--- src/rsq_pkg.sv ---
// Shared constants and types of the display hardware-reset sequencer
package rsq_pkg;
    localparam int unsigned CLK_MHZ        = 125;
    localparam int unsigned US_PER_MS      = 1000;
    // Pulse widths on the reset pin, in microseconds
    localparam int unsigned GLITCH_US      = 5;
    localparam int unsigned RESET_SURE_US  = 9;
    // Completion and blanking times, in milliseconds
    localparam int unsigned RT_SLPIN_MS    = 5;
    localparam int unsigned RT_SLPOUT_MS   = 120;
    localparam int unsigned BLANK_MS       = 120;
    // Derived cycle counts (all exact at 125 MHz)
    localparam int unsigned GLITCH_CYC     = GLITCH_US * CLK_MHZ;
    localparam int unsigned RESET_SURE_CYC = RESET_SURE_US * CLK_MHZ;
    localparam int unsigned RT_SLPIN_CYC   = RT_SLPIN_MS * US_PER_MS * CLK_MHZ;
    localparam int unsigned RT_SLPOUT_CYC  = RT_SLPOUT_MS * US_PER_MS * CLK_MHZ;
    localparam int unsigned BLANK_CYC      = BLANK_MS * US_PER_MS * CLK_MHZ;
    // Counter, byte and command widths, and layout of the stored settings
    localparam int unsigned RUN_W          = 16;
    localparam int unsigned TMR_W          = 24;
    localparam int unsigned BYTE_W         = 8;
    localparam int unsigned CMD_W          = 9;
    localparam int unsigned NVM_WORDS      = 8;
    localparam int unsigned NVM_ID_WORDS   = 3;
    localparam int unsigned NVM_COMMON_VOLTAGE_SETTING_IDX   = 3;

    typedef enum logic [1:0] {
        RSQ_LOAD  = 2'b00,
        RSQ_HOLD  = 2'b01,
        RSQ_WAIT  = 2'b10,
        RSQ_READY = 2'b11
    } rsq_seq_st_t;
endpackage : rsq_pkg

--- src/rsq_filt_if.sv ---
// Filtered reset level and its edge pulses between filter and sequencer
`timescale 1ns/1ns
interface rsq_filt_if;
    logic active;
    logic accept;
    logic rel;
    modport src (output active, output accept, output rel);
    modport dst (input active, input accept, input rel);
endinterface : rsq_filt_if

--- src/rsq_glitch_filter.sv ---
// Spike filter on the active-low hardware reset pin
`timescale 1ns/1ns
module rsq_glitch_filter #(
    parameter int unsigned REJECT_CYC = rsq_pkg::GLITCH_CYC
) (
    input  wire logic sys_clk_i,
    input  wire logic rstn_i,
    input  wire logic hw_reset_n_i,
    rsq_filt_if.src   flt
);
    typedef logic [rsq_pkg::RUN_W-1:0] rsq_run_t;
    typedef struct packed {
        logic     active;
        logic     accept;
        logic     rel;
        rsq_run_t cnt;
    } rsq_flt_state_t;

    localparam rsq_run_t LAST = rsq_run_t'(REJECT_CYC - 1);

    rsq_flt_state_t s_q;
    rsq_flt_state_t s_d;

    always_comb begin
        s_d        = s_q;
        s_d.accept = 1'b0;
        s_d.rel    = 1'b0;
        // Pin disagrees with the filtered level: both directions filtered
        if (hw_reset_n_i == s_q.active) begin
            if (s_q.cnt == LAST) begin
                s_d.active = !s_q.active;
                s_d.accept = !s_q.active;
                s_d.rel    = s_q.active;
                s_d.cnt    = '0;
            end else begin
                s_d.cnt = rsq_run_t'(s_q.cnt + 1'b1);
            end
        end else begin
            s_d.cnt = '0;
        end
    end

    always_ff @(posedge sys_clk_i or negedge rstn_i) begin
        if (!rstn_i) begin
            s_q <= '0;
        end else begin
            s_q <= s_d;
        end
    end

    assign flt.active = s_q.active;
    assign flt.accept = s_q.accept;
    assign flt.rel    = s_q.rel;

    // Run lengths of the raw pin, seen only by the checks below
    int unsigned lo_run;
    int unsigned hi_run;
    always_ff @(posedge sys_clk_i or negedge rstn_i) begin
        if (!rstn_i) begin
            lo_run <= 0;
            hi_run <= 0;
        end else begin
            lo_run <= hw_reset_n_i ? 0 : lo_run + 1;
            hi_run <= hw_reset_n_i ? hi_run + 1 : 0;
        end
    end
endmodule : rsq_glitch_filter

--- src/rsq_display_hw_reset_sequencer.sv ---
// Hardware reset sequencer: filter, blanking, settings reload, ready
`timescale 1ns/1ns
module rsq_display_hw_reset_sequencer #(
    parameter int unsigned RT_IN_CYC  = rsq_pkg::RT_SLPIN_CYC,
    parameter int unsigned RT_OUT_CYC = rsq_pkg::RT_SLPOUT_CYC,
    parameter int unsigned BLANK_CYC  = rsq_pkg::BLANK_CYC,
    parameter int unsigned REJECT_CYC = rsq_pkg::GLITCH_CYC,
    parameter int unsigned NVM_WORDS  = rsq_pkg::NVM_WORDS,
    parameter int unsigned CMD_W      = rsq_pkg::CMD_W,
    parameter int unsigned TMR_W      = rsq_pkg::TMR_W
) (
    input  wire logic                          sys_clk_i,
    input  wire logic                          rstn_i,
    input  wire logic                          hw_reset_n_i,
    input  wire logic                          sleep_in_i,
    input  wire logic [rsq_pkg::BYTE_W-1:0]    nvm_rdata_i,
    input  wire logic                          cmd_valid_i,
    input  wire logic [CMD_W-1:0]              cmd_data_i,
    output logic                               nvm_rd_o,
    output logic [$clog2(NVM_WORDS)-1:0]       nvm_addr_o,
    output logic [NVM_WORDS*rsq_pkg::BYTE_W-1:0] settings_o,
    output logic [rsq_pkg::NVM_ID_WORDS*rsq_pkg::BYTE_W-1:0] id_o,
    output logic [rsq_pkg::BYTE_W-1:0]         common_voltage_setting_o,
    output logic                               blank_o,
    output logic                               blank_seq_o,
    output logic                               ready_o,
    output logic                               dflt_load_o,
    output logic                               cmd_valid_o,
    output logic [CMD_W-1:0]                   cmd_data_o,
    output logic                               cmd_drop_o
);
    localparam int unsigned AW = $clog2(NVM_WORDS);

    typedef logic [TMR_W-1:0] rsq_tmr_t;
    typedef logic [AW-1:0]    rsq_addr_t;
    typedef struct packed {
        rsq_pkg::rsq_seq_st_t                        state;
        logic                                        awake;
        rsq_tmr_t                                    tmr;
        rsq_tmr_t                                    bcnt;
        logic                                        rd_wait;
        logic [NVM_WORDS-1:0][rsq_pkg::BYTE_W-1:0]   settings;
        logic                                        nvm_rd;
        rsq_addr_t                                   nvm_addr;
        logic                                        blank;
        logic                                        blank_seq;
        logic                                        ready;
        logic                                        dflt;
        logic                                        cmd_v;
        logic [CMD_W-1:0]                            cmd_d;
        logic                                        drop;
    } rsq_seq_state_t;

    localparam rsq_tmr_t  RT_IN_LAST  = rsq_tmr_t'(RT_IN_CYC - 1);
    localparam rsq_tmr_t  RT_OUT_LAST = rsq_tmr_t'(RT_OUT_CYC - 1);
    localparam rsq_tmr_t  BLANK_LAST  = rsq_tmr_t'(BLANK_CYC - 1);
    localparam rsq_addr_t ADDR_LAST   = rsq_addr_t'(NVM_WORDS - 1);
    // Release filter delay counts against the completion bound
    localparam rsq_tmr_t  REL_TMR     = rsq_tmr_t'(REJECT_CYC + 1);

    rsq_filt_if     fl ();
    rsq_seq_state_t s_q;
    rsq_seq_state_t s_d;
    logic           is_ready;
    rsq_tmr_t       rt_last;

    rsq_glitch_filter #(
        .REJECT_CYC   (REJECT_CYC)
    ) u_filter (
        .sys_clk_i    (sys_clk_i),
        .rstn_i       (rstn_i),
        .hw_reset_n_i (hw_reset_n_i),
        .flt          (fl)
    );

    always_comb begin
        is_ready  = (s_q.state == rsq_pkg::RSQ_READY);
        // Completion bound depends on the sleep mode caught at reset entry
        rt_last   = s_q.awake ? RT_OUT_LAST : RT_IN_LAST;
        s_d       = s_q;
        s_d.dflt  = 1'b0;
        s_d.nvm_rd = 1'b0;
        s_d.cmd_v = cmd_valid_i && is_ready;
        s_d.drop  = cmd_valid_i && !is_ready;
        if (cmd_valid_i && is_ready) begin
            s_d.cmd_d = cmd_data_i;
        end
        // Blanking sequence runs on its own count, also past release
        if (s_q.blank_seq) begin
            if (s_q.bcnt == BLANK_LAST) begin
                s_d.blank_seq = 1'b0;
            end else begin
                s_d.bcnt = rsq_tmr_t'(s_q.bcnt + 1'b1);
            end
        end
        if (fl.accept) begin
            s_d.state     = rsq_pkg::RSQ_HOLD;
            s_d.blank     = 1'b1;
            s_d.ready     = 1'b0;
            s_d.awake     = !sleep_in_i;
            s_d.blank_seq = !sleep_in_i;
            s_d.bcnt      = '0;
            s_d.rd_wait   = 1'b0;
        end else begin
            unique case (s_q.state)
                rsq_pkg::RSQ_HOLD: begin
                    if (fl.rel) begin
                        s_d.state    = rsq_pkg::RSQ_LOAD;
                        // Bound runs from the pin edge, not the filter
                        s_d.tmr      = REL_TMR;
                        s_d.nvm_addr = '0;
                        s_d.rd_wait  = 1'b0;
                    end
                end
                rsq_pkg::RSQ_LOAD: begin
                    s_d.blank = 1'b1;
                    s_d.tmr   = rsq_tmr_t'(s_q.tmr + 1'b1);
                    if (!s_q.rd_wait) begin
                        s_d.nvm_rd  = 1'b1;
                        s_d.rd_wait = 1'b1;
                    end else if (!s_q.nvm_rd) begin
                        // Data stands one cycle after the read strobe
                        s_d.settings[s_q.nvm_addr] = nvm_rdata_i;
                        s_d.rd_wait = 1'b0;
                        if (s_q.nvm_addr == ADDR_LAST) begin
                            s_d.state = rsq_pkg::RSQ_WAIT;
                        end else begin
                            s_d.nvm_addr = rsq_addr_t'(s_q.nvm_addr + 1'b1);
                        end
                    end
                end
                rsq_pkg::RSQ_WAIT: begin
                    s_d.tmr = rsq_tmr_t'(s_q.tmr + 1'b1);
                    // Shortened counts may end before the reload does
                    if (s_q.tmr >= rt_last) begin
                        s_d.state = rsq_pkg::RSQ_READY;
                        s_d.ready = 1'b1;
                        s_d.blank = 1'b0;
                        s_d.dflt  = 1'b1;
                    end
                end
                rsq_pkg::RSQ_READY: begin
                end
            endcase
        end
    end

    // All-zero reset doubles as power-on: reload from sleep-in
    always_ff @(posedge sys_clk_i or negedge rstn_i) begin
        if (!rstn_i) begin
            s_q <= '0;
        end else begin
            s_q <= s_d;
        end
    end

    assign nvm_rd_o     = s_q.nvm_rd;
    assign nvm_addr_o   = s_q.nvm_addr;
    assign settings_o   = s_q.settings;
    assign id_o         = s_q.settings[rsq_pkg::NVM_ID_WORDS-1:0];
    assign common_voltage_setting_o = s_q.settings[rsq_pkg::NVM_COMMON_VOLTAGE_SETTING_IDX];
    assign blank_o      = s_q.blank;
    assign blank_seq_o  = s_q.blank_seq;
    assign ready_o      = s_q.ready;
    assign dflt_load_o  = s_q.dflt;
    assign cmd_valid_o  = s_q.cmd_v;
    assign cmd_data_o   = s_q.cmd_d;
    assign cmd_drop_o   = s_q.drop;

    // Cycles since the pin was last seen low, seen only by the checks
    // Taken from the raw pin so the filter delay is included
    int unsigned rel_cnt;
    always_ff @(posedge sys_clk_i or negedge rstn_i) begin
        if (!rstn_i) begin
            rel_cnt <= 0;
        end else begin
            rel_cnt <= hw_reset_n_i ? rel_cnt + 1 : 0;
        end
    end
endmodule : rsq_display_hw_reset_sequencer

--- config.mk ---
export PLATFORM = sky130hd
export DESIGN_NAME = rsq_display_hw_reset_sequencer
export DESIGN_NICKNAME = d
export VERILOG_FILES = /design/src/rsq_pkg.sv /design/src/rsq_filt_if.sv /design/src/rsq_glitch_filter.sv /design/src/rsq_display_hw_reset_sequencer.sv
export SDC_FILE = /design/constraint.sdc
export NUM_CORES = 1
export LEC_CHECK = 0
export BUFFER_PORTS_ARGS = -buffer_cell sky130_fd_sc_hd__buf_4
export CAP_MARGIN = 15
export CORE_MARGIN = 2
export CORE_UTILIZATION = 34
export CTS_CLUSTER_DIAMETER = 100
export DETAILED_ROUTE_END_ITERATION = 10
export GPL_ROUTABILITY_DRIVEN = 0
export GPL_TIMING_DRIVEN = 1
export SLEW_MARGIN = 20
export SYNTH_ARGS = -nofsm -noshare
export SYNTH_HDL_FRONTEND = slang
export SYNTH_HIERARCHICAL = 1
export SYNTH_SLANG_ARGS = --single-unit
--- constraint.sdc ---
create_clock -name sys_clk_i -period 5 [get_ports sys_clk_i]
set_input_delay 1 -clock sys_clk_i [delete_from_list [all_inputs] [get_ports sys_clk_i]]
set_output_delay 1 -clock sys_clk_i [all_outputs]
set_load 0.02 [all_outputs]
==> metrics.md, run 1 <==
| Metric | Value |
|---|---|
| Post-placement worst setup slack | 2.69 ns |
| Global route total overflow | 0 |
| Worst Slack Setup Final | 2.61 ns |
| Library cells used by synthesis | 66 |
| Port buffer count | 136 |
| Pre-antenna DRT Iters | 4 |
| Placeable Area | 23300 um^2 |
| Hold Buf Count CTS | 0 |
| Final WL | 16.7 mm |
| Async set-reset flop share out of synthesis | 100% |
| TritonCTS Buffers | 17 |
| Min Clock Period, post-route | 2.39 ns |
| Die Span X | 158 um |
| Post-CTS resize count | 0 |
| WP buf/inv | 1 |
| Synth top area cells | dfrtp_1, mux2_2, buf_4 |
| First-pass GRT wire length | 26.6 mm |
| Net Count, Synth | 766 |
| Max frequency | 0.418 GHz |
| Max_cap viols | 0 |
| CP Max Fanout | 15 |
| Clock Tree Root | clkbuf_16 |
| DRC | 0 |
| Via density | 4.80 |
| Fill cell count | 2305 |
| Leading area contributor after synthesis | dfrtp_1 |
| Hold Crit Depth | 1 |
| Antenna-violating nets left | 0 |
| Critical Path AT | 1.39 ns |
| Leakage | 0.00420 uW |
| Worst-Skew Late Latency | 0.43 ns |
| N_diodes | 0 |
| Slowest CP cell | dfrtp_1 |
| Clk_skew | 0.0163 ns |
| Fin nets | 802 |
| Avg WL per Cell | 15.2 um |
| Vias in the first global route | 4985 |
| Power Total | 5020 uW |
| Synth Warn # | 6 |
| Gr usage total | 13.6% |
| Slew Limit Fails | 0 |
| Clock sinks | 154 |
| Finished Core Util | 39.3% |
| Status | complete, no violations |
| Placed cells | 1061 |
| Hold Violations, Final | 0 |
| Hold Path Class | reg -> reg |
| Critical path type | reg -> out |
| Levels on crit path | 1 |
| Clock-pin slew on the worst setup and hold paths | 0.07 ns |
| R2R cell count | 4 |
| RSZ-0062 raised after global routing | false |
| CTS H-tree lvls | 4 |
| DP HPWL | 11.8 mm |
| Hold EP | nvm_rd_o$_DFF_PN0_ |
| R2R setup slack | 2.74 ns |
| Post-synth EDFFs | 0 |
| #FFs+latches synth | 154 |
| Crit. End Element | output pin |
| Cell count after synthesis | 725 |
| Die span in y | 158 um |
| Worst path cell trace | buf_4 |
| PD cells | 548 nW/um^2 |
| Largest net degree at the start of global routing | 76 |
| Reg-to-reg startpoint | u_filter/flt.accept$_DFF_PN0_ |
| Fraction of layout cells with a size suffix above 1 | 36.3% |
| CP top delay family | flip-flops |
| I/O pin total | 137 |
| Slowest stage delay, CP | 0.70 ns |
| Layout Cells excl Fill | 1093 |
| Initial antenna violation count | 0 |
| Crit share post-route | 47.8% |
| Top cell type's share of synthesized area | 48.0% |
| CTS tree | done |
| Std cell rows | 56 |
| Sequential fraction of the synthesis area | 48.0% |
| DR vias | 5243 |
| Buffer depth of the longest clock path | 2 |
| Final setup TNS | 0 ns |
| Layout area overhead | 14.1% |
| CP Launch Type | register |
| Avg Inst Size Synth | 11.1 um^2 |
| Final setup vio count | 0 |
| Slew headroom | 50.7% |
| Drt initial violations | 289 |
| Slew @ Worst Pin | 0.735 ns |
| Die area | 24900 um^2 |
| Hold Crit Start | s_q[83]$_DFFE_PN0P_ |
| Starting Density | 34.4% |
| VDD IR max | 0.224 mV |
| Post-synthesis instance area | 8040 um^2 |
| Critical Path RT | 4.00 ns |
| Postcts setup bufs | 0 |
| Top FF cell, synth | dfrtp_1 |
## cell type report
type | count | area (um^2) | share of cell area, %
flip-flops and latches | 154 | 3850 | 42.0
multi-input cells | 433 | 3230 | 35.2
clock inverters | 14 | 145 | 1.58
clock buffers | 18 | 429 | 4.68
inverters | 14 | 52.6 | 0.573
repair buffers | 141 | 1060 | 11.6
well taps | 319 | 399 | 4.35
## metrics by stage
step | instance area [um^2] | hold WS, ns
floorplan | 8040 | 0.420
global placement | 8600 | 0.447
detailed placement | 8600 | 0.444
CTS | 9170 | 0.457
global route | 9170 | 0.487
finish | 9170 | 0.456
## cells in the mapped netlist, drive strengths merged (3+ instances only)
| cell type | n |
|---|---|
| a211oi | 5 |
| a21o | 3 |
| a21oi | 13 |
| a31oi | 3 |
| and3 | 11 |
| and4 | 3 |
| buf | 116 |
| clkbuf | 8 |
| dfrtp | 154 |
| ha | 19 |
| inv | 13 |
| mux2 | 76 |
| nand2 | 40 |
| nand3 | 36 |
| nand4 | 24 |
| nor2 | 65 |
| nor2b | 3 |
| nor3 | 22 |
| nor4 | 12 |
| nor4b | 3 |
| o211ai | 6 |
| o21ai | 18 |
| or3 | 7 |
| xnor2 | 16 |
| xor2 | 23 |
## routing by layer
layer / wire (um) / track usage [%] / up-vias
met3: 1040 / 3.67 / 15
met5: 0 / 0 / -
met2: 7670 / 21.4 / 139
li1: - / - / 2531
met1: 7790 / 18.3 / 2558
met4: 163 / 3.94 / 0
## cells in the final DEF (no fill, tap or decap), types with 8 or more instances in the layout
cell / synthesis / routed
dfrtp_1: 154 / 154
buf_4: 108 / 140
mux2_2: 75 / 75
nor2_1: 63 / 63
nand2_1: 38 / 38
nand3_1: 33 / 33
xor2_1: 23 / 23
nand4_1: 19 / 19
ha_1: 19 / 19
o21ai_0: 17 / 17
clkbuf_16: 0 / 17
nor3_1: 17 / 16
xnor2_1: 16 / 16
inv_1: 13 / 13
a21oi_1: 13 / 13
and3_1: 11 / 11
inv_6: 0 / 8
## report_power, final
part	total, uW	internal (uW)	switching (uW)
registers	1920	1590	330
clock network	1250	667	587
logic	1850	855	993
total	5020	3110	1910
## worst max-delay path by stage
| stage | from | endpoint | slack (ns) |
|---|---|---|---|
| after floorplan | nvm_rd_o$_DFF_PN0_ | register | 3.15 |
| after detailed placement | u_filter/flt.accept$_DFF_PN0_ | register | 2.69 |
| final | blank_seq_o$_DFF_PN0_ | blank_seq_o | 2.61 |
| after global routing | blank_seq_o$_DFF_PN0_ | blank_seq_o | 2.55 |
| after CTS | blank_seq_o$_DFF_PN0_ | blank_seq_o | 2.59 |
| after global placement | u_filter/flt.accept$_DFF_PN0_ | register | 2.79 |
## logic make-up after synthesis
family / after synthesis / share of synthesized area (%)
compound gates: 59 / 4.92
xor+xnor: 39 / 4.25
fa+ha+maj: 19 / 2.96
buf+inv: 138 / 11.9
flops: 154 / 48.0
mux: 78 / 10.9
simple gates: 238 / 17.1
No activity file was read; power rests on OpenSTA's default activity.
==> run 2: changes to the inputs <==
--- a/config.mk
+++ b/config.mk
@@ -5,6 +5,7 @@
 export SDC_FILE = /design/constraint.sdc
 export NUM_CORES = 1
 export LEC_CHECK = 0
+export ABC_AREA = 1
 export BUFFER_PORTS_ARGS = -buffer_cell sky130_fd_sc_hd__buf_4
 export CAP_MARGIN = 15
 export CORE_MARGIN = 2
==> constraint.sdc (replaced) <==
create_clock -name sys_clk_i -period 2.2 [get_ports sys_clk_i]
set_input_delay 0.44 -clock sys_clk_i [delete_from_list [all_inputs] [get_ports sys_clk_i]]
set_output_delay 0.44 -clock sys_clk_i [all_outputs]
set_load 0.02 [all_outputs]
==> run 2 against run 1 <==
Sequential power up 120%. Via count increased by 35%. Register-to-register slack lost 2.5 ns. Clock skew shrank 0.0058 ns. Final area increased by 9.0%. Total power increased by 130%. Combinational power rose by 130%. Wire length grew 23%.
==> metrics.md, run 2 <==
| Metric | Value |
|---|---|
| Slowest stage delay, CP | 0.44 ns (-0.26 ns) |
| Cell count after synthesis | 1113 (+54%) |
| Die area | 26600 um^2 (+6.8%) |
| Reg power frac | 36.8% (-1.4 points) |
| CP Max Fanout | 6 (-9) |
| Multiplexer area fraction after synthesis | 0% (-11 points) |
| TritonCTS Buffers | 17 (unchanged) |
| Worst-Skew Late Latency | 0.43 ns (about the same) |
| Min Clock Period, post-route | 1.97 ns |
| Largest net degree at the start of global routing | 45 (-41%) |
| Library cells used by synthesis | 33 (-50%) |
| Slew @ Worst Pin | 0.717 ns (-0.0174 ns) |
| Status | complete, no violations |
| Port buffer count | 136 (unchanged) |
| Die Span X | 163 um (+3.3%) |
| Vias in the first global route | 6523 (+31%) |
| Synth top area cells | dfrtp_1, nand2_1, buf_4 |
| Final WL | 20.5 mm (+23%) |
| Critical R2R Capture | s_q[133]$_DFFE_PN0P_ |
| R2R setup slack | 0.23 ns (-2.51 ns) |
| CTS H-tree lvls | 4 (unchanged) |
| Post-synthesis instance area | 8590 um^2 (+6.9%) |
| Via density | 4.69 (-2.3%) |
| VDD IR max | 0.643 mV (+190%) |
| Placeable Area | 25000 um^2 (+7.0%) |
| Placed cells | 1477 (+39%) |
| Top cell type's share of synthesized area | 44.8% (-3.1 points) |
| #FFs+latches synth | 154 (unchanged) |
| Dpl cell area | 9350 um^2 (+8.7%) |
| Slowest CP cell | dfrtp_2 |
| Pre-antenna DRT Iters | 5 (+1) |
| Leading area contributor after synthesis | dfrtp_1 |
| Final setup vio count | 0 (unchanged) |
| Synth top cells by count | nand2_1, dfrtp_1, nor2_1, buf_4, o21ai_0 |
| Avg WL per Cell | 13.6 um (-11%) |
| Max frequency | 0.507 GHz |
| Design Area, Final | 10000 um^2 (+9.0%) |
| Layout area overhead | 16.4% |
| CP top delay family | buffers and inverters |
| Hold Crit Depth | 3 (+2) |
| Global route total overflow | 0 (unchanged) |
| NetSw | 4440 uW (+130%) |
| Clock sinks | 154 (unchanged) |
| Initial antenna violation count | 0 (unchanged) |
| Hold Violations, Final | 0 (unchanged) |
| Sequential fraction of the synthesis area | 44.8% (-3.1 points) |
| Drt initial violations | 495 (+71%) |
| Hold slack | 0.221 ns (-0.235 ns) |
| Hold EP | cmd_data_o[0]$_DFFE_PN0P_ |
| Hold Path Class | in -> reg |
| Commonest non-fill, non-tap cell in the layout | nand2_1 |
| Final setup TNS | 0 ns (unchanged) |
| Avg Inst Size Synth | 7.72 um^2 (-30%) |
| WP buf/inv | 3 (+2) |
| Clock Tree Root | clkbuf_16 |
| Clk_skew | 0.0105 ns (-0.00581 ns) |
| Pint | 7050 uW (+130%) |
| Fraction of layout cells with a size suffix above 1 | 19.2% (-17 points) |
| Starting Density | 34.4% (about the same) |
| I/O pin total | 137 (unchanged) |
| Sw frac | 38.7% (+0.64 points) |
| Cell mode on critical path | nand2_1 |
| Hold Crit Start | cmd_data_i[0] |
| Fin nets | 1211 (+51%) |
| Synth Warn # | 6 (unchanged) |
| Clock-pin slew on the worst setup and hold paths | 0.07 ns (about the same) |
| Slew Limit Fails | 0 (unchanged) |
| Largest family of logic cells by synthesized area | simple AND/OR/NAND/NOR gates |
| Most frequent cells in the layout | nand2_1, buf_4, dfrtp_1, nor2_1, o21ai_0 |
| DR vias | 7094 (+35%) |
| CP Launch Type | register |
| Layout Cells excl Fill | 1513 (+38%) |
| Slew headroom | 52.1% (+1.4 points) |
| Cell with the most instances after synthesis | nand2_1 |
| Max_cap viols | 0 (unchanged) |
| Buffer depth of the longest clock path | 2 (unchanged) |
| DP HPWL | 15.1 mm (+29%) |
| Post-synth EDFFs | 0 (unchanged) |
| Synth Area in Compound Gates | 6.74% (+1.8 points) |
| Worst path cell trace | clkinvlp_4 -> clkbuf_2 -> buf_4 -> ha_1 -> nand2_1 -> nor2_1 -> nand2_1 -> nand2_1 -> nand2_1 -> nand3_1 -> o21ai_0 -> nand2_1 |
| DRC | 0 (unchanged) |
| First-pass GRT wire length | 33.8 mm (+27%) |
| Leakage | 0.00498 uW (+19%) |
| RSZ-0062 raised after global routing | false |
| Critical Path RT | 2.51 ns (-1.49 ns) |
| Clock share of power | 26.6% (+1.6 points) |
| Top FF cell, synth | dfrtp_1 |
| Post-synthesis xor/xnor area fraction | 2.04% (-2.2 points) |
| Std cell rows | 58 (+3.6%) |
| Finished Core Util | 40.1% (+0.75 points) |
| Reg-to-reg startpoint | s_q[132]$_DFFE_PN0P_ |
| Die span in y | 163 um (+3.3%) |
| Critical Path AT | 2.29 ns (+0.90 ns) |
| Comb power frac | 36.6% (-0.2 points) |
| PD cells | 1150 nW/um^2 (+110%) |
| Synth Area in Simple Gates | 28.8% (+12 points) |
| Net Count, Synth | 1154 (+51%) |
| Post-Synth Adder-Cell Area | 2.77% (-0.19 points) |
| CTS tree | done |
| Antenna-violating nets left | 0 (unchanged) |
| Crit share post-route | 89.6% |
| R2R cell count | 12 (+8) |
| Gr usage total | 15.8% (+2.3 points) |
| Critical path type | reg -> reg |
| Crit. End Element | register |
| Async set-reset flop share out of synthesis | 100% (unchanged) |
| N_diodes | 0 (unchanged) |
==> run 2: cell count changes in the layout (fill, tap and decap cells not counted), sizes merged, moves of 15 or more <==
cell   delta
o21ai    +76
nand2   +310
nor2     +53
mux2     -76
nand3    +15
buf      +23
inv      +76
==> run 2: worst max path at each step <==
stage	slack, ns	depth (start not counted)	endpoint	start
floorplan	0.49	9	s_q[105]$_DFFE_PN0P_	s_q[84]$_DFFE_PN0P_
global placement	0.04	8	s_q[93]$_DFFE_PN0P_	s_q[84]$_DFFE_PN0P_
detailed placement	0.20	10	s_q[133]$_DFFE_PN0P_	s_q[132]$_DFFE_PN0P_
CTS	0.20	10	s_q[133]$_DFFE_PN0P_	s_q[132]$_DFFE_PN0P_
global route	0.06	12	s_q[133]$_DFFE_PN0P_	s_q[132]$_DFFE_PN0P_
finish	0.23	12	s_q[133]$_DFFE_PN0P_	s_q[132]$_DFFE_PN0P_
==> run 2: layout make-up <==
type                    count  area (um^2)
multi-input cells         736         3470
clock buffers              18          439
flip-flops and latches    154         3850
fillers                  2513        15000
clock inverters            14          178
inverters                  95          360
repair buffers            166         1290
well taps                 330          413
==> run 2: cells by family after synthesis <==
group,count (synthesis)
simple gates,585
flops,154
compound gates,112
buf+inv,223
fa+ha+maj,19
xor+xnor,20
==> run 2: timing repair <==
action / CTS / global route
buffers inserted: 0 / 3
hold endpoints to repair: 40 / 0
gates resized for setup: 0 / 2
hold buffers: 1 / 0
endpoints found under the setup margin: 0 / 1
==> run 2: power groups by stage <==
stage	Combinational, uW	Clock [uW]	Sequential (uW)
floorplan	3560	0	4100
global placement	4190	0	4250
detailed placement	4250	0	4270
CTS	4260	3120	4230
global route	4640	3260	4340
finish	4210	3050	4230
==> run 2: worst reg2reg max path: cells and delay by family (launching register included) <==
family / cells / cell delay [ns]
AOI/OAI and AO/OA: 1 / 0.18
buffers and inverters: 3 / 0.51
DFF: 1 / 0.44
adders and majority gates: 1 / 0.26
and+or+nand+nor: 7 / 0.47
==> run 2: routing by layer <==
layer / vias up / wire length (um) / track usage [%] / part of all wire [%]
li1: 3563 / - / - / -
met1: 3313 / 9390 / 21.6 / 46
met2: 194 / 9870 / 25.8 / 48
met3: 24 / 948 / 2.83 / 4.6
met4: 0 / 311 / 4.71 / 1.5
met5: - / 0 / 0 / 0
==> run 2: per-stage QoR <==
step,setup WS [ns],total power [uW]
after global placement,0.0385,8440
after CTS,0.197,11600
after global routing,0.0608,12200
after detailed placement,0.205,8520
after floorplan,0.493,7660
final,0.229,11500
